<file path="src/psr_pkg.sv">
/*
 * psr_pkg: shared constants for the pressure readout slave.
 * assumes: one 40 MHz clock (ref_clk); every user of this package imports it whole.
 */
package psr_pkg;

    // ==================================================================
    // clock and refresh timing
    // ==================================================================
    localparam int CLK_PERIOD_NS   = 25;                              // ref_clk period
    localparam int REFRESH_TIME_NS = 250000;                          // 250 us refresh cycle
    localparam int REFRESH_CYCLES  = REFRESH_TIME_NS / CLK_PERIOD_NS; // nominal period, rounded down

    // ==================================================================
    // bus addressing
    // ==================================================================
    localparam logic [6:0] PRIMARY_ADDR   = 7'h78;    // fixed slave address 1111000
    localparam logic [6:0] SECOND_ADDR_RV = 7'h00;    // secondary address reset value
    localparam int         ADDR_RW_POS    = 0;        // direction bit inside the address byte
    localparam logic [2:0] LAST_BIT       = 3'h7;     // bit index of the eighth bit in a byte

    // ==================================================================
    // pressure code layout and correction
    // ==================================================================
    localparam int          ADC_BITS      = 12;        // raw conversion result resolution
    localparam int          WORD_BITS     = 15;        // pressure word carried on the bus
    localparam int          HI_BYTE_POS   = 8;         // low bit of the upper part of the word
    localparam logic [14:0] CODE_OFFSET   = 15'h0AAB;  // 2731 counts at lowest pressure
    localparam logic [14:0] CODE_SPAN_MUL = 15'h555A;  // scale so full code lands on 24575
    localparam int          SPAN_SHIFT    = 12;        // divide by 4096 after the multiply
    localparam logic [14:0] WORD_RESET    = CODE_OFFSET; // word shown before the first refresh

    // maps a 12-bit result onto the 15-bit output code (2731 .. 24575, mid code 2048 gives 13656)
    function automatic logic [14:0] psr_correct(input logic [11:0] code);
        logic [26:0] prod;
        prod = {15'h0000, code} * {12'h000, CODE_SPAN_MUL};
        return CODE_OFFSET + prod[26:SPAN_SHIFT];
    endfunction : psr_correct

endpackage : psr_pkg

</file>
<file path="src/psr_refresh.sv">
/*
 * psr_refresh: cyclic program that refreshes the corrected pressure word.
 * assumes: adcCode is a synchronous 12-bit result from the converter front end,
 * valid whenever it is sampled; bus activity has no influence here.
 */
`timescale 1ns/1ps
module psr_refresh
    import psr_pkg::*;
#(
    parameter int REFRESH_PERIOD = REFRESH_CYCLES   // cycles between refreshes
)(
    input  wire logic        ref_clk,      // 40 MHz clock
    input  wire logic        sys_rst,      // synchronous reset, active high
    input  wire logic [11:0] adcCode,      // raw conversion result
    output logic      [14:0] pressureWord, // corrected word held in the output register
    output logic             refreshPulse  // one cycle when the word was renewed
);

    // ==================================================================
    // period counter
    // ==================================================================
    logic [23:0] periodCnt;                                          // cycles since last refresh
    wire         periodEnd = (periodCnt == 24'(REFRESH_PERIOD - 1)); // last cycle of a period

    // free-running: a refresh never waits for the bus, so a reader may see a new word per read
    always_ff @(posedge ref_clk)
    begin
        if (sys_rst)
        begin
            periodCnt    <= 24'h00_0000;
            pressureWord <= WORD_RESET;
            refreshPulse <= 1'b0;
        end
        else
        begin
            periodCnt    <= periodEnd ? 24'h00_0000 : periodCnt + 24'h00_0001;
            refreshPulse <= periodEnd;
            if (periodEnd)
            begin
                // store the corrected value
                pressureWord <= psr_correct(adcCode);
            end
        end
    end

endmodule : psr_refresh

</file>
<file path="src/psr_readout.sv">
/*
 * psr_readout: read-only two-wire slave returning the pressure word.
 * assumes: sclIn/sdaIn are already synchronous to ref_clk and sampled fast
 * enough (40 MHz against at most 400 kHz) to see every edge; the wires are
 * resolved outside from the output enables, with pull-ups.
 */
// Notes on behaviour
// - word refreshed every 250 us, bus-independent
// - slave only, never starts a transfer
// - idle bus: both lines left released high
// - start condition begins a transfer
// - stop condition ends bus activity
// - repeated starts each answered without stop
// - data changed only while clock low
// - bytes of eight bits, MSB first
// - receiver acknowledges each byte with low
// - missing master ack: release, await start
// - answer fixed address 1111000 plus direction
// - optional secondary address also answered
// - address byte: 7 bits, direction bit
// - reads return two bytes of pressure
// - codes 2731 low, 24575 full, 13653 mid; psr_correct gives 13656 for mid input 2048
`timescale 1ns/1ps
module psr_readout
    import psr_pkg::*;
#(
    parameter int REFRESH_PERIOD = REFRESH_CYCLES   // shorten in simulation
)(
    input  wire logic        ref_clk,       // 40 MHz clock
    input  wire logic        sys_rst,       // synchronous reset, active high
    input  wire logic        sclIn,         // serial clock level
    output logic             sclOut,        // serial clock drive value, always low
    output logic             sclOe,         // serial clock enable, never asserted
    input  wire logic        sdaIn,         // serial data level
    output logic             sdaOut,        // serial data drive value, always low
    output logic             sdaOe,         // serial data pull-down enable
    input  wire logic [11:0] adcCode,       // raw conversion result
    input  wire logic        secondAddrEn,  // factory option: secondary address in use
    input  wire logic [6:0]  secondAddr,    // factory option: secondary address
    output logic [14:0]      pressureWord,  // current corrected word
    output logic             refreshPulse,  // word renewed this cycle
    output logic             busBusy        // between start and stop
);

    // ==================================================================
    // cyclic refresh of the output register
    // ==================================================================
    psr_refresh #(
        .REFRESH_PERIOD (REFRESH_PERIOD)
    ) uRefresh (
        .ref_clk      (ref_clk),
        .sys_rst      (sys_rst),
        .adcCode      (adcCode),
        .pressureWord (pressureWord),
        .refreshPulse (refreshPulse)
    );

    // ==================================================================
    // line sampling and condition decode
    // ==================================================================
    logic sclPrev;   // clock level one cycle ago
    logic sdaPrev;   // data level one cycle ago

    always_ff @(posedge ref_clk)
    begin
        if (sys_rst)
        begin
            // released lines read high on an idle bus
            sclPrev <= 1'b1;
            sdaPrev <= 1'b1;
        end
        else
        begin
            sclPrev <= sclIn;
            sdaPrev <= sdaIn;
        end
    end

    wire sclRise  = sclIn & ~sclPrev;                     // sample point of a bit
    wire sclFall  = ~sclIn & sclPrev;                     // change point of a bit
    wire startSeen = sclIn & sclPrev & sdaPrev & ~sdaIn;
    wire stopSeen  = sclIn & sclPrev & ~sdaPrev & sdaIn;

    // ==================================================================
    // transfer sequencer
    // ==================================================================
    typedef enum logic [2:0] {
        ST_IDLE,      // released, waiting for a start
        ST_ADDR,      // shifting in the address byte
        ST_ADDR_ACK,  // holding our address acknowledge
        ST_TX,        // shifting out a pressure byte
        ST_TX_ACK,    // master's acknowledge slot
        ST_RX,        // written bytes, taken and dropped
        ST_RX_ACK     // holding acknowledge for a written byte
    } psr_state_e;

    psr_state_e  state;       // sequencer state
    logic [2:0]  bitCnt;      // bits sampled in the current byte
    logic [7:0]  shiftIn;     // received bits
    logic [7:0]  shiftOut;    // bits still to send
    logic [14:0] snapWord;    // word frozen for the current read
    logic        byteSel;     // 0: upper byte being sent, 1: lower byte being sent
    logic        masterAck;   // master acknowledged the last byte
    logic        pullLow;     // drive data low
    logic        busByteFull; // eight bits taken in ST_ADDR / ST_RX
    logic        txByteFull;  // eight bits clocked out in ST_TX

    // address match on the byte completed by the last rising edge
    wire       dirRead   = shiftIn[ADDR_RW_POS];           // direction bit after the eighth sample
    wire       hitPrime  = (shiftIn[7:1] == PRIMARY_ADDR);
    wire       hitSecond = secondAddrEn & (shiftIn[7:1] == secondAddr);
    wire       addrHit   = hitPrime | hitSecond;
    wire [7:0] hiByte    = {1'b0, snapWord[14:HI_BYTE_POS]};
    wire [7:0] loByte    = snapWord[7:0];
    wire       byteDone  = (bitCnt == LAST_BIT);           // eighth sample this edge

    // the slave only ever follows master edges; nothing here starts a transfer
    always_ff @(posedge ref_clk)
    begin
        if (sys_rst)
        begin
            state     <= ST_IDLE;
            bitCnt    <= 3'h0;
            shiftIn   <= 8'h00;
            shiftOut  <= 8'h00;
            snapWord  <= WORD_RESET;
            byteSel   <= 1'b0;
            masterAck <= 1'b0;
            pullLow   <= 1'b0;
            busBusy   <= 1'b0;
        end
        else if (startSeen)
        begin
            // start or repeated start: always begin a fresh address byte
            state   <= ST_ADDR;
            bitCnt  <= 3'h0;
            pullLow <= 1'b0;
            busBusy <= 1'b1;
        end
        else if (stopSeen)
        begin
            // stop: release everything
            state   <= ST_IDLE;
            pullLow <= 1'b0;
            busBusy <= 1'b0;
        end
        else
        begin
            unique case (state)
                ST_IDLE:
                begin
                    // lines left alone until the next start
                    pullLow <= 1'b0;
                end
                ST_ADDR, ST_RX:
                begin
                    if (sclRise)
                    begin
                        // sample while clock is high, MSB arrives first
                        shiftIn <= {shiftIn[6:0], sdaIn};
                        bitCnt  <= bitCnt + 3'h1;
                    end
                    if (sclFall && bitCnt == 3'h0 && busByteFull)
                    begin
                        if (state == ST_RX || addrHit)
                        begin
                            // acknowledge during the ninth clock
                            pullLow <= 1'b1;
                            state   <= (state == ST_RX) ? ST_RX_ACK : ST_ADDR_ACK;
                            if (state == ST_ADDR)
                            begin
                                // freeze the word so both bytes belong together
                                snapWord <= pressureWord;
                            end
                        end
                        else
                        begin
                            // not our address: stay off the bus until the next start
                            state <= ST_IDLE;
                        end
                    end
                end
                ST_ADDR_ACK:
                begin
                    if (sclFall)
                    begin
                        bitCnt <= 3'h0;
                        if (dirRead)
                        begin
                            // put the upper byte's first bit out while clock is low
                            state    <= ST_TX;
                            shiftOut <= {hiByte[6:0], 1'b0};
                            pullLow  <= ~hiByte[7];
                            byteSel  <= 1'b0;
                        end
                        else
                        begin
                            state   <= ST_RX;
                            pullLow <= 1'b0;
                        end
                    end
                end
                ST_TX:
                begin
                    if (sclRise)
                        bitCnt <= bitCnt + 3'h1;
                    if (sclFall)
                    begin
                        if (txByteFull)
                        begin
                            // release for the master's acknowledge
                            state   <= ST_TX_ACK;
                            pullLow <= 1'b0;
                        end
                        else
                        begin
                            // next bit, MSB first, changed only in the low phase
                            shiftOut <= {shiftOut[6:0], 1'b0};
                            pullLow  <= ~shiftOut[7];
                        end
                    end
                end
                ST_TX_ACK:
                begin
                    if (sclRise)
                        masterAck <= ~sdaIn;
                    if (sclFall)
                    begin
                        bitCnt <= 3'h0;
                        if (masterAck)
                        begin
                            // after the lower byte the sequence wraps to the upper byte
                            state    <= ST_TX;
                            shiftOut <= byteSel ? {hiByte[6:0], 1'b0} : {loByte[6:0], 1'b0};
                            pullLow  <= byteSel ? ~hiByte[7] : ~loByte[7];
                            byteSel  <= ~byteSel;
                        end
                        else
                        begin
                            // no acknowledge: go quiet, wait for start or stop
                            state   <= ST_IDLE;
                            pullLow <= 1'b0;
                        end
                    end
                end
                ST_RX_ACK:
                begin
                    if (sclFall)
                    begin
                        // written bytes carry no meaning for a read-only part
                        state   <= ST_RX;
                        bitCnt  <= 3'h0;
                        pullLow <= 1'b0;
                    end
                end
            endcase
        end
    end

    // ==================================================================
    // byte-complete tracking
    // ==================================================================
    // bitCnt wraps to zero after the eighth sample; these flags tell a full byte from an empty one
    always_ff @(posedge ref_clk)
    begin
        if (sys_rst || startSeen || stopSeen)
        begin
            busByteFull <= 1'b0;
            txByteFull  <= 1'b0;
        end
        else
        begin
            if (sclRise && byteDone && (state == ST_ADDR || state == ST_RX))
                busByteFull <= 1'b1;
            else if (sclFall)
                busByteFull <= 1'b0;
            if (sclRise && byteDone && state == ST_TX)
                txByteFull <= 1'b1;
            else if (sclFall)
                txByteFull <= 1'b0;
        end
    end

    // ==================================================================
    // pin drivers
    // ==================================================================
    // open drain only: the value is low, the enable decides; clock is never driven
    assign sdaOut = 1'b0;
    assign sdaOe  = pullLow;
    assign sclOut = 1'b0;
    assign sclOe  = 1'b0;

endmodule : psr_readout

</file>
<file path="config.mk">
export PLATFORM = sky130hd
export DESIGN_NAME = psr_readout
export DESIGN_NICKNAME = d
export VERILOG_FILES = /design/src/psr_pkg.sv /design/src/psr_refresh.sv /design/src/psr_readout.sv
export SDC_FILE = /design/constraint.sdc
export NUM_CORES = 1
export LEC_CHECK = 0
export BUFFER_PORTS_ARGS = -buffer_cell sky130_fd_sc_hd__buf_2
export CORE_MARGIN = 1.5
export CORE_UTILIZATION = 65
export DETAILED_ROUTE_END_ITERATION = 16
export PLACE_DENSITY = 0.89
export SETUP_SLACK_MARGIN = 0.15
export SLEW_MARGIN = 30
export SYNTH_ARGS = -nofsm -noshare
export SYNTH_HDL_FRONTEND = slang
export SYNTH_SLANG_ARGS = --single-unit
</file>
<file path="constraint.sdc">
create_clock -name ref_clk -period 19.4 [get_ports ref_clk]
set_clock_uncertainty 0.05 [all_clocks]
set_input_delay 3.88 -clock ref_clk [delete_from_list [all_inputs] [get_ports ref_clk]]
set_output_delay 3.88 -clock ref_clk [all_outputs]
set_load 0.005 [all_outputs]
</file>
==> impl_metrics.env, run 1 <==
export IMPL_yosys_warnings=0
export IMPL_wl_per_cell_um=14.5
export IMPL_row_count=37
export IMPL_post_cts_setup_buffer_count=0
export IMPL_cts_resized=0
export IMPL_hold_class="flip-flop to flip-flop"
export IMPL_synth_cell_type_count=77
export IMPL_finalMaxSlewViolations=0
export IMPL_start_util=0.676
export IMPL_cts_tree="yes"
export IMPL_yosysSeqAreaShare=0.238
export IMPL_synth_top_area_frac=0.238
export IMPL_synth_commonest_cells="inv_1, nor2_1, dfxtp_1"
export IMPL_tightest_slew_ps=924
export IMPL_clock_sinks=84
export IMPL_drt_antenna_violating_nets=0
export IMPL_synthTopCellsByArea="dfxtp_1, ha_1, fa_1"
export IMPL_ios=45
export IMPL_leakage_nw=3.53
export IMPL_avgSynthCellArea_um2=8.57
export IMPL_clock_path_buffers=2
export IMPL_crit_fanout=8
export IMPL_cts_root_buf="clkbuf_8"
export IMPL_clk_pin_slew_ps=90
export IMPL_cp_arrival_ps=9400
export IMPL_status="completed"
export IMPL_globalplace_congestion=0.861
export IMPL_syn_area_um2=7070
export IMPL_maxCapViolations=0
export IMPL_h_tree_depth=3
export IMPL_overflow=0
export IMPL_placedCellCount=981
export IMPL_grt_first_pass_wirelength_um=24900
export IMPL_finalHoldViolations=0
export IMPL_synth_most_common_cell="inv_1"
export IMPL_start_kind="input port"
export IMPL_area_growth_pct=7.02
export IMPL_setup_tns_ps=0
export IMPL_core_um2=10500
export IMPL_required_ps=19610
export IMPL_holdBufCountCts=0
export IMPL_fp_dieH_um=107
export IMPL_synth_cells=825
export IMPL_finalCritPeriodShare=0.474
export IMPL_dpl_hpwl_um=11700
export IMPL_grt_max_degree=56
export IMPL_drc=0
export IMPL_relSlewSlack=0.384
export IMPL_clock_fmax_ghz=0.109
export IMPL_synth_top_cell_by_area="dfxtp_1"
export IMPL_die_w_um=107
export IMPL_ys_seq_elements=84
export IMPL_diodes=0
export IMPL_via_count=5650
export IMPL_synth_edff_count=0
export IMPL_grt_total_usage=0.269
export IMPL_first_iter_violations=333
export IMPL_drive_above_1_share=0.104
export IMPL_powerDensity_nw_per_um2=158
export IMPL_cp_end_kind="flip-flop"
export IMPL_setup_viol=0
export IMPL_grt_pass1_vias=5615
export IMPL_vdd_drop_max_mv=0.122
export IMPL_critPathKind="input port to flip-flop"
export IMPL_port_buffers=41
export IMPL_clk_latency_ps=370
export IMPL_final_cells=998
export IMPL_cts_buffers=9
export IMPL_rsz0062_at_grt="false"
export IMPL_die_area_um2=11500
export IMPL_vias_per_cell=5.66
export IMPL_drt_total_wl_um=14500
export IMPL_dr_pass1_iters=5
export IMPL_min_period_ps=9190
export IMPL_layout_nets=1007
export IMPL_synth_flop_cell="dfxtp_1"
export IMPL_async_flop_share=0
export IMPL_antenna_found_initial=0
[state kept, by name, summed over array words and instances, names as in the netlist, 3 cells and up]
register / flops
state: 3
bitCnt: 3
shiftIn: 8
shiftOut: 7
snapWord: 15
uRefresh.pressureWord: 15
uRefresh.periodCnt: 24
[metrics by stage]
stage                     instance area [um2]   util  setup slack (ps)  power [W]  hold slack [ps]
after global routing                     7570  0.724              9910    0.00131              425
final                                    7570  0.724             10210    0.00120              410
after global placement                   7360  0.704             10010    0.00104              381
after floorplan                          7080      -             10400   0.000922              368
after CTS                                7560  0.722             10280    0.00120              414
after detailed placement                 7360  0.704              9890    0.00107              393
[metal layers]
| metal | track usage | share of wire | routed length [um] |
|---|---|---|---|
| met5 | 0 | 0 | 0 |
| met2 | 0.496 | 0.51 | 7420 |
| met3 | 0.0393 | 0.029 | 420 |
| met1 | 0.316 | 0.43 | 6260 |
| met4 | 0.0943 | 0.025 | 363 |
[kinds of logic (layout without fill, tap and decap cells)]
group	after synthesis	count (layout)	synth area share
compound gates	148	148	0.156
xor+xnor	40	40	0.0517
fa+ha+maj	126	126	0.270
buf+inv	143	178	0.0787
flops	84	84	0.238
mux	20	20	0.0290
other cells	1	3	0.000530
simple gates	263	263	0.177
[critical path: stages]
cell	delay, ps
buf_2	120
ha_1	370
fa_1	550
inv_1	50
fa_1	480
fa_1	520
fa_1	550
inv_1	40
ha_1	460
and4_1	250
o211ai_2	130
a21oi_4	250
o21a_1	220
a31oi_1	110
xnor2_1	430
o21ai_0	180
a21oi_2	250
mux2i_1	130
nor4bb_1	310
a21oi_1	110
[where the power goes]
part           leakage [nW]  switching [W]  internal, W
registers             0.679     0.00000183     0.000173
clock network         0.100      0.0000658    0.0000601
logic                  2.76       0.000507     0.000388
[final cells by class]
cell class	instances	area [um2]
Clock inverter	7	73.8
Multi-Input combinational cell	600	4840
Inverter	117	439
Fill cell	818	2890
Clock buffer	9	124
Tap cell	136	170
Sequential cell	84	1680
Timing Repair Buffer	45	239
[layout by cell type, fill, tap and decap left out, drive strengths merged, types with 7 or more instances in the layout]
| master | n |
|---|---|
| dfxtp | 84 |
| clkbuf | 9 |
| nand3 | 14 |
| a211o | 14 |
| xor2 | 17 |
| ha | 82 |
| buf | 45 |
| or3 | 13 |
| nand4 | 10 |
| nand2b | 7 |
| nor2b | 9 |
| xnor2 | 23 |
| or2 | 7 |
| a21oi | 50 |
| fa | 44 |
| and2 | 7 |
| o21ai | 19 |
| a211oi | 13 |
| nand2 | 56 |
| inv | 119 |
| nor2 | 110 |
| mux2i | 19 |
[worst paths after layout]
| path | slack (ps) | from | depth (start not counted) | to |
|---|---|---|---|---|
| min reg2reg | 410 | uRefresh.periodCnt[0]$_SDFF_PP0_ | 1 | uRefresh.periodCnt[0]$_SDFF_PP0_ |
| max reg2reg | 16420 | uRefresh.periodCnt[12]$_SDFF_PP0_ | 5 | uRefresh.pressureWord[13]$_SDFFE_PP0P_ |
| max | 10210 | adcCode[6] | 20 | uRefresh.pressureWord[14]$_SDFFE_PP0P_ |
| min | 410 | uRefresh.periodCnt[0]$_SDFF_PP0_ | 1 | uRefresh.periodCnt[0]$_SDFF_PP0_ |
(Power assumes the default switching activity.)
==> inputs of run 2 (changes only) <==
Settings changed: CORE_UTILIZATION 65 to 62, PLACE_DENSITY 0.89 to 0.85.
Clock period 19.4 ns to 8.7 ns, I/O delays scaled along.
==> run 2 against run 1 <==
Sequential share of layout area shrank 0.35 points. Cell count grew 0.40%. Register-to-register slack lost 11000 ps. Utilization shrank 2.3 points. Global-route usage shrank 2.1 points. Die area grew 4.7%. Critical path type unchanged.
==> impl_metrics.env, run 2 (synthesis gave the netlist of run 1 again) <==
export IMPL_finalMaxSlewViolations=0
export IMPL_drc=0
export IMPL_multi_input_area_um2=4840
export IMPL_crit_start="adcCode[6]"
export IMPL_fin_util=0.700
export IMPL_tightest_slew_ps=890
export IMPL_diodes=0
export IMPL_clk_latency_ps=340
export IMPL_hold_class="flip-flop to flip-flop"
export IMPL_powerDensity_nw_per_um2=357
export IMPL_cts_buffers=9
export IMPL_via_count=5592
export IMPL_grt_total_usage=0.248
export IMPL_final_cells=1002
export IMPL_setup_tns_ps=0
export IMPL_antenna_found_initial=0
export IMPL_start_kind="input port"
export IMPL_final_common_cell="inv_1"
export IMPL_clock_path_buffers=2
export IMPL_grt_max_degree=56
export IMPL_fp_dieH_um=110
export IMPL_p_total_w=0.00275
export IMPL_leakage_nw=3.59
export IMPL_drt_antenna_violating_nets=0
export IMPL_layout_nets=1007
export IMPL_ios=45
export IMPL_die_w_um=110
export IMPL_row_count=38
export IMPL_cp_arrival_ps=7200
export IMPL_holdBufCountCts=0
export IMPL_dpl_hpwl_um=11000
export IMPL_endpoint="uRefresh.pressureWord[14]$_SDFFE_PP0P_"
export IMPL_layout_cells_most_common_list="inv_1, nor2_1, dfxtp_1, ha_1, nand2_1"
export IMPL_cts_resized=0
export IMPL_finalHoldViolations=0
export IMPL_clock_sinks=84
export IMPL_cts_root_buf="clkbuf_16"
export IMPL_fillers=861
export IMPL_status="completed"
export IMPL_vias_per_cell=5.58
export IMPL_min_period_ps=7020
export IMPL_placedCellCount=985
export IMPL_drt_total_wl_um=13700
export IMPL_clk_pin_slew_ps=60
export IMPL_register_area_um2=1680
export IMPL_top_regs="uRefresh.periodCnt: 24 flops, snapWord: 15 flops, uRefresh.pressureWord: 15 flops"
export IMPL_first_iter_violations=300
export IMPL_setup_viol=0
export IMPL_globalplace_congestion=0.858
export IMPL_start_util=0.644
export IMPL_grt_pass1_vias=5386
export IMPL_worstReg2RegStart="uRefresh.periodCnt[17]$_SDFF_PP0_"
export IMPL_required_ps=8870
export IMPL_ff2ff_setup_slack_ps=5800
export IMPL_largest_reg_flops=24
export IMPL_dr_pass1_iters=5
export IMPL_top_register="uRefresh.periodCnt"
export IMPL_core_um2=11000
export IMPL_cts_tree="yes"
export IMPL_crit_fanout=8
export IMPL_clock_fmax_ghz=0.142
export IMPL_rsz0062_at_grt="false"
export IMPL_r2r_end="uRefresh.pressureWord[13]$_SDFFE_PP0P_"
export IMPL_die_area_um2=12100
export IMPL_cp_end_kind="flip-flop"
export IMPL_critPathKind="input port to flip-flop"
export IMPL_area_growth_pct=8.74
export IMPL_post_cts_setup_buffer_count=0
export IMPL_finalCritPeriodShare=0.807
export IMPL_grt_first_pass_wirelength_um=23900
export IMPL_vdd_drop_max_mv=0.266
export IMPL_ff2ff_path_depth=5
export IMPL_drive_above_1_share=0.103
export IMPL_port_buffers=41
export IMPL_wl_per_cell_um=13.7
export IMPL_relSlewSlack=0.407
export IMPL_overflow=0
export IMPL_h_tree_depth=3
export IMPL_maxCapViolations=0
-- run 2: cell types whose count changed in the layout (fill, tap and decap cells not counted) --
cell | previous run | this run
clkinv_2 | 2 | 1
clkbuf_8 | 9 | 3
clkbuf_16 | 0 | 9
clkinvlp_4 | 1 | 0
inv_6 | 2 | 0
clkbuf_1 | 0 | 1
-- run 2: area by class of cell --
cell class                      count  area share
Sequential cell                    84       0.219
Clock inverter                      3     0.00569
Inverter                          117      0.0571
Multi-Input combinational cell    600       0.630
Clock buffer                       13      0.0351
Timing Repair Buffer               45      0.0311
Tap cell                          140      0.0228
-- run 2: through the flow --
stage,area [um2],setup WS [ps],hold WS (ps)
after floorplan,7080,1840,368
after global placement,7370,1490,376
after detailed placement,7370,1330,399
after CTS,7680,1680,411
after global routing,7690,1270,433
final,7690,1680,409
-- run 2: worst max-delay path: stages --
cell and delay (ps):
buf_2 120, ha_1 380, fa_1 570, inv_1 60
fa_1 480, fa_1 530, fa_1 550, inv_1 40
ha_1 410, a21oi_4 230, o22ai_1 140, or2_1 240
o2111ai_1 290, a311oi_1 160, o21ai_0 360, a21oi_1 140
a21oi_2 280, mux2i_1 120, nor4bb_1 270, a21oi_1 100
-- run 2: layer usage --
layer | track usage | wire length [um] | up-vias
li1 | - | - | 2837
met1 | 0.317 | 6310 | 2638
met2 | 0.434 | 6730 | 103
met3 | 0.0350 | 464 | 14
met4 | 0.0714 | 210 | 0
met5 | 0 | 0 | -
-- run 2: how the worst min path moves through the flow --
stage / start / endpoint / slack, ps / cells after the start
after floorplan: uRefresh.periodCnt[0]$_SDFF_PP0_ / uRefresh.periodCnt[0]$_SDFF_PP0_ / 370 / 1
after global placement: uRefresh.periodCnt[0]$_SDFF_PP0_ / uRefresh.periodCnt[0]$_SDFF_PP0_ / 380 / 1
after detailed placement: snapWord[9]$_SDFFE_PP1P_ / snapWord[9]$_SDFFE_PP1P_ / 400 / 1
after CTS: uRefresh.periodCnt[0]$_SDFF_PP0_ / uRefresh.periodCnt[0]$_SDFF_PP0_ / 410 / 1
after global routing: snapWord[9]$_SDFFE_PP1P_ / snapWord[9]$_SDFFE_PP1P_ / 430 / 1
final: uRefresh.periodCnt[0]$_SDFF_PP0_ / uRefresh.periodCnt[0]$_SDFF_PP0_ / 410 / 1
-- run 2: report_power, final --
group	switching, W	internal (W)	total (W)	leakage (nW)
Combinational	0.00110	0.000858	0.00196	2.76
Sequential	0.00000391	0.000387	0.000391	0.679
Clock	0.000148	0.000246	0.000394	0.156
Total	0.00125	0.00149	0.00275	3.59
==> inputs of run 3 (changes only) <==
Settings changed: ABC_AREA set to 1, CORE_UTILIZATION 62 to 57, PLACE_DENSITY 0.85 to 0.82.
Clock period 8.7 ns to 6 ns, I/O delays scaled along.
==> run 3 against run 2 <==
Clock power grew 34%. Cell area grew 8.1%. Hold slack lost 9.2 ps. Worst setup slack lost 1200 ps. Cell count grew 29%. Utilization shrank 4.9 points. Clock-buffer cell count shrank 3. Synthesized area grew 6.6%.
==> impl_metrics.env, run 3 <==
export IMPL_status="completed"
export IMPL_start_util=0.590
export IMPL_cts_buffers=9
export IMPL_required_ps=6180
export IMPL_row_count=41
export IMPL_worst_path_most_repeated_cell="nand2_1"
export IMPL_setup_viol=0
export IMPL_cp_arrival_ps=5730
export IMPL_die_w_um=118
export IMPL_maxCapViolations=0
export IMPL_synth_commonest_cells="nand2_1, inv_1, nor2_1"
export IMPL_ys_seq_elements=84
export IMPL_critPathSlowestCell="fa_1"
export IMPL_crit_start="adcCode[9]"
export IMPL_min_from="uRefresh.periodCnt[0]$_SDFF_PP0_"
export IMPL_overflow=0
export IMPL_path_cells="buf_2 -> ha_2 -> fa_1 -> inv_1 -> fa_1 -> inv_1 -> fa_1 -> inv_1 -> fa_1 -> inv_1 -> ha_4 -> a21oi_1 -> o21ai_1 -> a21oi_1 -> nand2_1 -> nand2_1 -> and2_1 -> nand2_1 -> nor2_1 -> nand3_1 -> nand3_1 -> nand2_1 -> nand2_1 -> nand2_1"
export IMPL_layout_nets=1262
export IMPL_async_flop_share=0
export IMPL_fin_util=0.651
export IMPL_start_kind="input port"
export IMPL_clock_sinks=84
export IMPL_synth_cells=1069
export IMPL_hold_class="flip-flop to flip-flop"
export IMPL_final_common_cell="inv_1"
export IMPL_p_int_w=0.00201
export IMPL_top_regs="uRefresh.periodCnt: 24 flops, snapWord: 15 flops, uRefresh.pressureWord: 15 flops"
export IMPL_dpl_hpwl_um=13700
export IMPL_ios=45
export IMPL_top_register="uRefresh.periodCnt"
export IMPL_yosys_warnings=0
export IMPL_swShare=0.543
export IMPL_rsz0062_at_grt="false"
export IMPL_cts_root_buf="clkbuf_16"
export IMPL_crit_buf_inv=5
export IMPL_holdBufCountCts=0
export IMPL_clock_path_buffers=2
export IMPL_clk_latency_ps=330
export IMPL_cp_end_kind="flip-flop"
export IMPL_cpLargestDelayFamily="adder cells"
export IMPL_drc=0
export IMPL_vias_per_cell=5.34
export IMPL_hold_slack_ps=400
export IMPL_combPwrFrac=0.742
export IMPL_power_frac_seq=0.138
export IMPL_synth_flop_cell="dfxtp_1"
export IMPL_die_area_um2=13900
export IMPL_cts_resized=0
export IMPL_dr_pass1_iters=5
export IMPL_tightest_slew_ps=779
export IMPL_p_sw_w=0.00240
export IMPL_min_period_ps=5560
export IMPL_syn_area_um2=7540
export IMPL_crit_fanout=5
export IMPL_synth_top_cell_by_area="dfxtp_1"
export IMPL_globalplace_congestion=0.949
export IMPL_synth_edff_count=0
export IMPL_first_iter_violations=518
export IMPL_avgSynthCellArea_um2=7.05
export IMPL_largest_reg_flops=24
export IMPL_grt_max_degree=32
export IMPL_drt_total_wl_um=16900
export IMPL_drt_antenna_violating_nets=0
export IMPL_fp_dieH_um=118
export IMPL_port_buffers=41
export IMPL_clock_fmax_ghz=0.180
export IMPL_layout_cells_most_common_list="inv_1, nand2_1, nor2_1, dfxtp_1, ha_1"
export IMPL_h_tree_depth=3
export IMPL_wl_per_cell_um=13.1
export IMPL_drive_above_1_share=0.124
export IMPL_clockPowerShare=0.120
export IMPL_synth_top_area_frac=0.223
export IMPL_critPathKind="input port to flip-flop"
export IMPL_vdd_drop_max_mv=0.275
export IMPL_synth_most_common_cell="nand2_1"
export IMPL_finalHoldViolations=0
export IMPL_clk_pin_slew_ps=60
export IMPL_leakage_nw=4.21
export IMPL_grt_total_usage=0.253
export IMPL_relSlewSlack=0.479
export IMPL_yosysSeqAreaShare=0.223
export IMPL_powerDensity_nw_per_um2=530
export IMPL_synth_cell_type_count=50
export IMPL_cts_tree="yes"
export IMPL_synthTopCellsByArea="dfxtp_1, ha_1, fa_1"
export IMPL_post_cts_setup_buffer_count=0
export IMPL_area_growth_pct=10.3
export IMPL_finalMaxSlewViolations=0
export IMPL_core_um2=12800
export IMPL_diodes=0
export IMPL_grt_pass1_vias=6632
export IMPL_worstReg2RegStart="sclPrev$_SDFF_PP1_"
export IMPL_grt_first_pass_wirelength_um=29500
export IMPL_setup_tns_ps=0
export IMPL_via_count=6884
export IMPL_fillers=1102
export IMPL_finalCritPeriodShare=0.926
export IMPL_cpPeakStageDelay_ps=530
export IMPL_antenna_found_initial=0
-- run 3: cell count changes in the layout (fill, tap and decap cells not counted), sizes merged, moves of 16 or more --
| cell | before | now |
|---|---|---|
| nand2 | 56 | 237 |
| nand3 | 14 | 67 |
| xnor2 | 23 | 2 |
| inv | 117 | 228 |
| nor3 | 5 | 21 |
| mux2i | 19 | 0 |
| o21ai | 19 | 43 |
| a21oi | 50 | 74 |
-- run 3: power groups by stage --
stage	logic [W]	registers, W	clock network [W]
after floorplan	0.00244	0.000613	0
after global placement	0.00297	0.000618	0
after detailed placement	0.00304	0.000619	0
after CTS	0.00306	0.000607	0.000535
after global routing	0.00376	0.000611	0.000561
final	0.00327	0.000607	0.000528
-- run 3: cell families (layout without fill, tap and decap cells) --
logic type | after synthesis | count (layout) | synth area share
and+or+nand+nor | 457 | 457 | 0.277
buffers and inverters | 243 | 289 | 0.123
AOI/OAI and AO/OA | 148 | 148 | 0.112
adders and majority gates | 126 | 126 | 0.253
DFF | 84 | 84 | 0.223
xor gates and xnor gates | 10 | 10 | 0.0116
other | 1 | 3 | 0.000497
-- run 3: final cells by class --
type | count | area [um2] | area share
Timing Repair Buffer | 45 | 235 | 0.0283
Multi-Input combinational cell | 744 | 5040 | 0.606
Clock buffer | 10 | 229 | 0.0275
Sequential cell | 84 | 1680 | 0.202
Inverter | 228 | 856 | 0.103
Tap cell | 172 | 215 | 0.0259
Clock inverter | 6 | 55.1 | 0.00662
-- run 3: worst register-to-register path, stage by stage, from the launching register on --
cell      delay [ps]
dfxtp_1          370
inv_1             50
nor2_1           340
inv_1            140
nor3_1           260
nand2_1          140
inv_1            300
nand3b_1         350
o21ai_0          270
a21oi_1           60
-- run 3: per-stage QoR --
stage | cell area [um2] | cells | total power (W) | setup slack [ps]
after global placement | 7930 | 1273 | 0.00359 | 91.5
after CTS | 8210 | 1289 | 0.00421 | 349
after detailed placement | 7930 | 1273 | 0.00366 | 29.9
after global routing | 8310 | 1289 | 0.00493 | 154
after floorplan | 7550 | 1071 | 0.00306 | 506
final | 8310 | 1289 | 0.00441 | 444
-- run 3: per-layer routing --
metal,vias up,track usage,part of all wire
li1,3501,-,-
met1,3176,0.334,0.46
met2,191,0.442,0.48
met3,16,0.0363,0.048
met4,0,0.0518,0.010
met5,-,0,0
-- run 3: path summary, 6_finish.rpt --
path / to / slack, ps / depth (start not counted)
hold reg to reg: uRefresh.periodCnt[0]$_SDFF_PP0_ / 400 / 1
setup reg to reg: snapWord[2]$_SDFFE_PP0P_ / 3550 / 9
hold / removal: uRefresh.periodCnt[0]$_SDFF_PP0_ / 400 / 1
setup / recovery: uRefresh.pressureWord[14]$_SDFFE_PP0P_ / 440 / 24
